File: config.mk
export PLATFORM = sky130hd
export DESIGN_NAME = swer_router
export DESIGN_NICKNAME = d
export VERILOG_FILES = /design/src/swer_pkg.sv /design/src/swer_router.sv
export SDC_FILE = /design/constraint.sdc
export NUM_CORES = 1
export LEC_CHECK = 0
export BUFFER_PORTS_ARGS = -buffer_cell sky130_fd_sc_hd__buf_2
export CORE_ASPECT_RATIO = 0.7
export CORE_UTILIZATION = 55
export CTS_BUF_LIST = sky130_fd_sc_hd__clkbuf_8
export DETAILED_ROUTE_END_ITERATION = 10
export PLACE_DENSITY = 0.86
export SLEW_MARGIN = 20
export SYNTH_ARGS = -nofsm -noshare
export SYNTH_HDL_FRONTEND = slang
export SYNTH_SLANG_ARGS = --single-unit
File: constraint.sdc
create_clock -name clk -period 2.9 [get_ports clk]
set_input_delay 0.29 -clock clk [delete_from_list [all_inputs] [get_ports clk]]
set_output_delay 0.29 -clock clk [all_outputs]
set_load 0.01 [all_outputs]
File: src/swer_pkg.sv
// Constants for the sleep/wake event router.
// Assumes a single 25 MHz clock and a word-wide register port from the control interface.
package swer_pkg;
   // Register indices on the control port
   localparam logic [15:0] WAKE_SEL_ADDR  = 16'h0040;
   localparam logic [15:0] SEQ_SEL_ADDR   = 16'h0041;
   localparam logic [15:0] TRIG_FLG_ADDR  = 16'h0D50;
   localparam logic [15:0] IRQ_MASK_ADDR  = 16'h0D51;
   localparam logic [15:0] CORE_CTRL_ADDR = 16'h0D52;
   // Field positions: six event bits occupy 7..2
   localparam int EV_LO = 2;
   localparam int EV_HI = 7;
   localparam int JACK_RISE_BIT  = 2;
   localparam int JACK_FALL_BIT  = 3;
   localparam int PIN_RISE_BIT   = 4;
   localparam int PIN_FALL_BIT   = 5;
   localparam int CLAMP_RISE_BIT = 6;
   localparam int CLAMP_FALL_BIT = 7;
   localparam int CORE_EN_BIT    = 0;
   // Reset values
   localparam logic [5:0]  SEL_RST      = 6'h00;
   localparam logic [5:0]  MASK_RST     = 6'h3F;
   localparam logic        CORE_EN_RST  = 1'b1;
   localparam logic [15:0] RD_ZERO      = 16'h0000;
   typedef enum logic {SWER_SLEEP, SWER_RUN} swer_pwr_type;
endpackage : swer_pkg

File: src/swer_router.sv
// Sleep/wake event router: latches edges of three always-on signals and routes them.
// Assumes synchronous, de-bounced inputs and a single-cycle register write/read port.

module swer_router import swer_pkg::*; (
   // Clock and reset
   input  wire logic        clk,
   input  wire logic        rst,
   // Always-on signals
   input  wire logic        jack_detect_signal,
   input  wire logic        pin_wake_signal,
   input  wire logic        mic_clamp_status,
   input  wire logic        regulator_enable_pin,
   // Register port
   input  wire logic        reg_wr,
   input  wire logic        reg_rd,
   input  wire logic [15:0] reg_addr,
   input  wire logic [15:0] reg_wdata,
   output logic      [15:0] reg_rdata,
   // Sequencer side
   input  wire logic        seq_wr_core_off,
   output logic             seq_request,
   output logic      [5:0]  seq_event,
   // Power and interrupt
   output logic             core_regulator_on,
   output logic             in_sleep,
   output logic             irq_request
);
   logic [5:0]   wake_sel_r;
   logic [5:0]   seq_sel_r;
   logic [5:0]   irq_mask_r;
   logic [5:0]   flags_r;
   logic [5:0]   flags_nxt;
   logic [2:0]   sig_prev_r;
   logic [5:0]   edge_set;
   logic [5:0]   new_set;
   logic         core_en_r;
   logic         wake_req;
   logic         wake_cyc;
   swer_pwr_type pwr_r;
   logic [15:0]  rdata_r;
   logic         seq_req_r;
   logic [5:0]   seq_ev_r;
   logic [5:0]   clr_mask;

   // Sample previous levels for edge detection; pin stays live in sleep.
   // Sampled in reset too, so a signal already high at release is not taken as an edge.
   always_ff @(posedge clk) begin
      sig_prev_r <= {mic_clamp_status, pin_wake_signal, jack_detect_signal};
   end

   // Edges in bit order jack rise, jack fall, pin rise, pin fall, clamp rise, clamp fall
   always_comb begin
      edge_set[JACK_RISE_BIT-EV_LO]  = jack_detect_signal & ~sig_prev_r[0];
      edge_set[JACK_FALL_BIT-EV_LO]  = ~jack_detect_signal & sig_prev_r[0];
      edge_set[PIN_RISE_BIT-EV_LO]   = pin_wake_signal & ~sig_prev_r[1];
      edge_set[PIN_FALL_BIT-EV_LO]   = ~pin_wake_signal & sig_prev_r[1];
      edge_set[CLAMP_RISE_BIT-EV_LO] = mic_clamp_status & ~sig_prev_r[2];
      edge_set[CLAMP_FALL_BIT-EV_LO] = ~mic_clamp_status & sig_prev_r[2];
   end

   // Write-one-to-clear; a simultaneous edge wins so no event is lost
   assign clr_mask  = (reg_wr && reg_addr == TRIG_FLG_ADDR) ? reg_wdata[EV_HI:EV_LO] : 6'h00;
   assign flags_nxt = (flags_r & ~clr_mask) | edge_set;
   assign new_set   = edge_set & ~flags_r;

   always_ff @(posedge clk) begin
      if (rst) begin
         flags_r <= SEL_RST;
      end else begin
         flags_r <= flags_nxt;
      end
   end

   // Configuration registers
   always_ff @(posedge clk) begin
      if (rst) begin
         wake_sel_r <= SEL_RST;
         seq_sel_r  <= SEL_RST;
         irq_mask_r <= MASK_RST;
      end else if (reg_wr) begin
         if (reg_addr == WAKE_SEL_ADDR) wake_sel_r <= reg_wdata[EV_HI:EV_LO];
         if (reg_addr == SEQ_SEL_ADDR)  seq_sel_r  <= reg_wdata[EV_HI:EV_LO];
         if (reg_addr == IRQ_MASK_ADDR) irq_mask_r <= reg_wdata[EV_HI:EV_LO];
      end
   end

   // Wake request: selected flags, or the enable pin overriding selection
   assign wake_req = (|(flags_r & wake_sel_r)) | regulator_enable_pin;
   assign wake_cyc = (pwr_r == SWER_SLEEP) && wake_req;

   // Core enable bit: host writes it; sequencer may clear it only with pin low
   always_ff @(posedge clk) begin
      if (rst) begin
         core_en_r <= CORE_EN_RST;
      end else if (reg_wr && reg_addr == CORE_CTRL_ADDR) begin
         core_en_r <= reg_wdata[CORE_EN_BIT];
      end else if (seq_wr_core_off && !regulator_enable_pin) begin
         core_en_r <= 1'b0;
      end
   end

   // Power state: sleep is held off by the enable bit or a live wake request
   always_ff @(posedge clk) begin
      if (rst) begin
         pwr_r <= SWER_RUN;
      end else begin
         unique case (pwr_r)
            SWER_SLEEP: if (wake_req) pwr_r <= SWER_RUN;
            SWER_RUN:   if (!core_en_r && !wake_req) pwr_r <= SWER_SLEEP;
         endcase
      end
   end

   assign core_regulator_on = (pwr_r == SWER_RUN);
   assign in_sleep          = (pwr_r == SWER_SLEEP);

   // Sequence scheduling, one pulse per run cycle that newly sets selected flags, never on a wake
   always_ff @(posedge clk) begin
      if (rst) begin
         seq_req_r <= 1'b0;
         seq_ev_r  <= 6'h00;
      end else begin
         seq_req_r <= (pwr_r == SWER_RUN) && !wake_cyc && |(new_set & seq_sel_r);
         seq_ev_r  <= new_set & seq_sel_r;
      end
   end
   assign seq_request = seq_req_r;
   assign seq_event   = seq_ev_r;

   // Interrupt: unmasked flags (mask bit 1 blocks), all edges including pin
   assign irq_request = |(flags_r & ~irq_mask_r);

   // Register readback, unmapped addresses read zero
   always_ff @(posedge clk) begin
      if (rst) begin
         rdata_r <= RD_ZERO;
      end else if (reg_rd) begin
         unique case (reg_addr)
            WAKE_SEL_ADDR:  rdata_r <= {8'h00, wake_sel_r, 2'b00};
            SEQ_SEL_ADDR:   rdata_r <= {8'h00, seq_sel_r, 2'b00};
            TRIG_FLG_ADDR:  rdata_r <= {8'h00, flags_r, 2'b00};
            IRQ_MASK_ADDR:  rdata_r <= {8'h00, irq_mask_r, 2'b00};
            CORE_CTRL_ADDR: rdata_r <= {15'h0000, core_en_r};
            default:        rdata_r <= RD_ZERO;
         endcase
      end
   end
   assign reg_rdata = rdata_r;

   // Checks, all on the one clock and silenced while reset is held.
   // Most of them look one edge ahead, so they also catch a register that
   // is right in value but a cycle late.

   // A selected latched flag ends sleep on the next edge
   a_wake_exit: assert property (@(posedge clk) disable iff (rst)
      (pwr_r == SWER_SLEEP && |(flags_r & wake_sel_r)) |=> pwr_r == SWER_RUN)
      else $error("selected flag did not wake");

   // The enable pin wakes whatever the select register holds
   a_pin_wake: assert property (@(posedge clk) disable iff (rst)
      (pwr_r == SWER_SLEEP && regulator_enable_pin) |=> core_regulator_on)
      else $error("enable pin did not wake");

   // A sequence pulse never comes from sleep or from the wake cycle
   a_seq_no_sleep: assert property (@(posedge clk) disable iff (rst)
      seq_request |-> $past(pwr_r) == SWER_RUN && !$past(wake_cyc))
      else $error("sequence from sleep or wake");

   // A newly set selected flag in normal operation schedules a sequence
   a_seq_fires: assert property (@(posedge clk) disable iff (rst)
      (pwr_r == SWER_RUN && |(edge_set & ~flags_r & seq_sel_r)) |=> seq_request)
      else $error("selected new flag missed sequence");

   // A jack rise sets its flag on the next edge
   a_flag_set: assert property (@(posedge clk) disable iff (rst)
      (jack_detect_signal && !sig_prev_r[0]) |=> flags_r[0])
      else $error("jack rise flag not set");

   // Writing one clears a flag when no new edge arrives with it
   a_flag_clear: assert property (@(posedge clk) disable iff (rst)
      (clr_mask[1] && edge_set[1] == 1'b0) |=> !flags_r[1])
      else $error("flag not cleared by write one");

   // The sequencer cannot drop the core enable while the pin is high
   a_seq_off: assert property (@(posedge clk) disable iff (rst)
      (seq_wr_core_off && regulator_enable_pin && !reg_wr) |=> $stable(core_en_r))
      else $error("core off while enable pin high");

   // Masking every edge silences the interrupt from the next edge on
   a_irq_mask: assert property (@(posedge clk) disable iff (rst)
      (reg_wr && reg_addr == IRQ_MASK_ADDR
         && reg_wdata[EV_HI:EV_LO] == MASK_RST) |=> !irq_request)
      else $error("masked flag raised interrupt");

   // With the enable bit low and no wake request the core goes to sleep
   a_sleep_entry: assert property (@(posedge clk) disable iff (rst)
      (pwr_r == SWER_RUN && !core_en_r && !wake_req) |=> in_sleep)
      else $error("sleep not entered");

   // Sleep holds until a wake request shows up
   a_sleep_held: assert property (@(posedge clk) disable iff (rst)
      (pwr_r == SWER_SLEEP && !wake_req) |=> in_sleep)
      else $error("left sleep without request");

   // Normal operation holds while the enable bit or a wake request stands
   a_run_held: assert property (@(posedge clk) disable iff (rst)
      (pwr_r == SWER_RUN && (core_en_r || wake_req)) |=> core_regulator_on)
      else $error("core dropped while held");

   // A pulse only names events whose sequence select bit was set
   a_seq_sel_only: assert property (@(posedge clk) disable iff (rst)
      seq_request |-> ((seq_event & ~$past(seq_sel_r)) == 6'h00))
      else $error("unselected event scheduled");

   // A flag that was already latched does not schedule again
   a_seq_no_repeat: assert property (@(posedge clk) disable iff (rst)
      seq_request |-> ((seq_event & $past(flags_r)) == 6'h00))
      else $error("old flag scheduled again");

   // A latched flag only drops through a write of one
   a_flag_hold: assert property (@(posedge clk) disable iff (rst)
      (flags_r != 6'h00) |=> (($past(flags_r) & ~$past(clr_mask) & ~flags_r) == 6'h00))
      else $error("flag lost without clear");

   // Every detected edge is latched, even against a clear
   a_flag_each: assert property (@(posedge clk) disable iff (rst)
      (edge_set != 6'h00) |=> (($past(edge_set) & ~flags_r) == 6'h00))
      else $error("edge not latched");

   // The pin keeps raising its flag while asleep
   a_pin_live: assert property (@(posedge clk) disable iff (rst)
      (in_sleep && pin_wake_signal && !sig_prev_r[1]) |=> flags_r[PIN_RISE_BIT-EV_LO])
      else $error("pin edge lost in sleep");

   // With the pin low the sequencer can clear the enable bit
   a_core_off_ok: assert property (@(posedge clk) disable iff (rst)
      (seq_wr_core_off && !regulator_enable_pin
         && !(reg_wr && reg_addr == CORE_CTRL_ADDR)) |=> !core_en_r)
      else $error("sequencer core off ignored");

   // A host write lands in the enable bit
   a_core_write: assert property (@(posedge clk) disable iff (rst)
      (reg_wr && reg_addr == CORE_CTRL_ADDR) |=> core_en_r == $past(reg_wdata[CORE_EN_BIT]))
      else $error("core enable write lost");

   // Wake select takes bits 7..2 of the written word
   a_wake_sel_write: assert property (@(posedge clk) disable iff (rst)
      (reg_wr && reg_addr == WAKE_SEL_ADDR) |=> wake_sel_r == $past(reg_wdata[EV_HI:EV_LO]))
      else $error("wake select write lost");

   // Sequence select takes the same bits
   a_seq_sel_write: assert property (@(posedge clk) disable iff (rst)
      (reg_wr && reg_addr == SEQ_SEL_ADDR) |=> seq_sel_r == $past(reg_wdata[EV_HI:EV_LO]))
      else $error("sequence select write lost");

   // An unmasked edge raises the interrupt on the next edge
   a_irq_edge: assert property (@(posedge clk) disable iff (rst)
      (|(edge_set & ~irq_mask_r) && !(reg_wr && reg_addr == IRQ_MASK_ADDR)) |=> irq_request)
      else $error("unmasked edge gave no interrupt");

   // The interrupt stays up until a clear or a mask change
   a_irq_hold: assert property (@(posedge clk) disable iff (rst)
      (irq_request && clr_mask == 6'h00
         && !(reg_wr && reg_addr == IRQ_MASK_ADDR)) |=> irq_request)
      else $error("interrupt dropped by itself");

   // Wake select reads back in bits 7..2
   a_rd_wake: assert property (@(posedge clk) disable iff (rst)
      (reg_rd && reg_addr == WAKE_SEL_ADDR) |=> reg_rdata == {8'h00, $past(wake_sel_r), 2'b00})
      else $error("wake select readback wrong");

   // Sequence select reads back in the same bits
   a_rd_seq: assert property (@(posedge clk) disable iff (rst)
      (reg_rd && reg_addr == SEQ_SEL_ADDR) |=> reg_rdata == {8'h00, $past(seq_sel_r), 2'b00})
      else $error("sequence select readback wrong");

   // Latched flags read back in bits 7..2
   a_rd_flags: assert property (@(posedge clk) disable iff (rst)
      (reg_rd && reg_addr == TRIG_FLG_ADDR) |=> reg_rdata == {8'h00, $past(flags_r), 2'b00})
      else $error("flag readback wrong");

   // The enable bit reads back in bit 0
   a_rd_core: assert property (@(posedge clk) disable iff (rst)
      (reg_rd && reg_addr == CORE_CTRL_ADDR) |=> reg_rdata == {15'h0000, $past(core_en_r)})
      else $error("core enable readback wrong");

   // A pulse always names at least one event
   a_seq_nonzero: assert property (@(posedge clk) disable iff (rst)
      seq_request |-> seq_event != 6'h00)
      else $error("sequence pulse with no event");

endmodule // swer_router

==> results.toml <==
[outcome]
outcome = "finished, final reports clean"

[drt]
finalWirelength_um = 4840
first_iter_violations = 197
drcViolationCount = 0
drtPass1Iterations = 4
wl_per_cell_um = 15.3
routed_via_density = 5.92
antenna_left = 0
vias = 1876

[timing]
tightestPinTransition_ps = 760
clock.fmax_mhz = 498
fin_ws_ps = 893
rsz0062_at_grt = "no"
fin_hold_ws_ps = 104
skew_ps = 5.67
fin_crit_ps = 2010
slew_headroom_pct = 48.8
timing.final.crit_share_pct = 69.2
final-setup-viol-count = 0
hold_viol_final = 0
slew_viol_final = 0
finalSetupTns_ps = 0

[clock_tree]
cts_resized = 0
clock-sinks = 43
clk_pin_slew_ps = 80
hold_buffers = 0
cts_setup_buffers = 0
cts_buffer_depth = 2
htreeDepth = 2
cts_tree = "yes"
numCtsBuffers = 5
root_buffer = "clkbuf_8"
clkLatencyLatePin_ps = 310

[synthesis]
yosys.area_share.adder_pct = 0
synth_top_area_share_pct = 43.1
ys.flop_type = "dfxtp_1"
synth_edf_count = 0
synth_seq_cells = 43
synth.avg_cell_area_um2 = 9.04
synthXorXnorAreaFrac_pct = 0
synth_cells = 221
synth_simple_gate_area_share_pct = 28.6
yosys.area.top_type = "dfxtp_1"
synthMuxAreaShare_pct = 0
async_flop_share_pct = 0
ys_seq_area_share_pct = 43.1
yosys-top-cells-area = "dfxtp_1 43%, a21oi_1 5.3%, nand3_1 5.3%"
synth_warnings = 0
synth_top_family_by_area = "simple AND/OR/NAND/NOR gates"
synth_compound_area_share_pct = 19.9
synth_area_um2 = 2000
yosys.cell_types.count = 39

[global_route]
grt-ovfl-total = 0
track_usage_pct = 27.4
first_global_vias = 1572
grt_pass1_wl_um = 7510
grt_max_degree = 36
antenna_found_initial = 0

[cells_and_area]
final_cell_mix = "48 x buf_2, 43 x dfxtp_1, 21 x a21oi_1, 21 x nand2_1, 21 x nand3_1"
layout-drive-gt1-share_pct = 25.9
regArea_um2 = 861
layout_commonest_cell = "buf_2"
stdcell_area_um2 = 2310
fin_nets = 310
fillers = 276
n_antenna_cell = 0
multi_input_area_um2 = 1000
utilization_pct = 70.2
area_growth_syn_to_layout_pct = 15.9

[pwr]
powerDensity_nw_per_um2 = 462
irDropWorstVdd_mv = 0.365
power.leakage_nw = 0.961

[critical_path]
worstPathRequired_ps = 3100
rr_startpoint = "flags_r[4]$_SDFF_PP0_"
cp-start-kind = "primary input"
path_class = "in2reg"
reg2reg_slack_ps = 1560
r2r-end = "seq_request$_SDFF_PP0_"
endpoint_kind = "flip-flop"
critPathArrivalTime_ps = 2200
cp-startpoint = "reg_addr[5]"
cp_max_fo = 9
ff2ff_path_depth = 4

[floorplan]
die_y_um = 52.4
die_w_um = 74.0
io_pins = 67
dieArea_um2 = 3880
start_util_pct = 60.6
core-area_um2 = 3300
rows = 17

[place]
dp_slack_ps = 598
place_congestion = 0.933
dpl.hpwl_um = 3600
io_buffers = 48
dpl_cell_area_um2 = 2230

[min_path]
worstHoldPathType = "in2reg"
whs_endpoint = "sig_prev_r[1]$_DFF_P_"
hold_start = "pin_wake_signal"
hold_path_depth = 1

[flow_run]
drv_cap = 0
## cell usage after synthesis (all sizes together) (6+ instances only)
| cell | number |
|---|---|
| nor2b | 8 |
| a211o | 6 |
| a21oi | 21 |
| nor2 | 12 |
| nor4 | 8 |
| o21ai | 8 |
| dfxtp | 43 |
| nand3 | 21 |
| inv | 8 |
| buf | 15 |
| nand2 | 22 |
| a221oi | 7 |
| a22o | 7 |
## worst max-delay path: stages
cell,delay [ps]
buf_2,90
or4b_1,510
buf_4,210
nor4_4,500
buf_4,230
nand2_4,60
a211o_1,310
## final cells by class
class | instances | share of cell area [%]
inverter | 8 | 1.30
tap | 47 | 2.54
clock buffer | 5 | 2.97
clock inverter | 3 | 0.703
sequential | 43 | 37.2
multi-input combinational | 158 | 43.3
timing repair buffer | 53 | 12.0
## kinds of logic after synthesis
logic type / after synthesis
AO/OA/AOI/OAI: 58
buffers and inverters: 28
flip-flops: 43
other: 1
AND/OR/NAND/NOR: 91
## state kept, by name, summed over array words and instances, names as in the netlist
register           cells
seq_request            1
seq_sel_r              6
reg_rdata              7
sig_prev_r             3
wake_sel_r             6
core_regulator_on      1
flags_r                6
irq_mask_r             6
seq_event              6
core_en_r              1
## layer usage
| metal | track usage [%] | share of wire, % | up-vias |
|---|---|---|---|
| met2 | 39.1 | 44 | 108 |
| met5 | 0 | 0 | - |
| met3 | 8.27 | 10 | 10 |
| met1 | 37.6 | 44 | 868 |
| met4 | 12.8 | 1.8 | 0 |
| li1 | - | - | 890 |
## power breakdown
group	leakage [nW]	total (W)	internal [W]	switching [W]
Sequential	0.349	0.000610	0.000599	0.0000103
Combinational	0.567	0.0000831	0.0000303	0.0000529
Clock	0.0453	0.000376	0.000165	0.000211
## through the flow
| stage | total power, W | cells |
|---|---|---|
| final | 0.00107 | 317 |
| after global routing | 0.00110 | 317 |
| after floorplan | 0.000675 | 229 |
| after CTS | 0.00107 | 317 |
| after global placement | 0.000702 | 309 |
| after detailed placement | 0.000704 | 309 |
## worst max-delay path by stage
stage,to,depth (start not counted)
floorplan,irq_mask_r[0]$_SDFFE_PP1P_,6
global placement,irq_mask_r[4]$_SDFFE_PP1P_,7
detailed placement,irq_mask_r[3]$_SDFFE_PP1P_,7
CTS,irq_mask_r[3]$_SDFFE_PP1P_,7
global route,irq_mask_r[4]$_SDFFE_PP1P_,7
finish,irq_mask_r[3]$_SDFFE_PP1P_,7
Power figures use the tool's default switching activity.
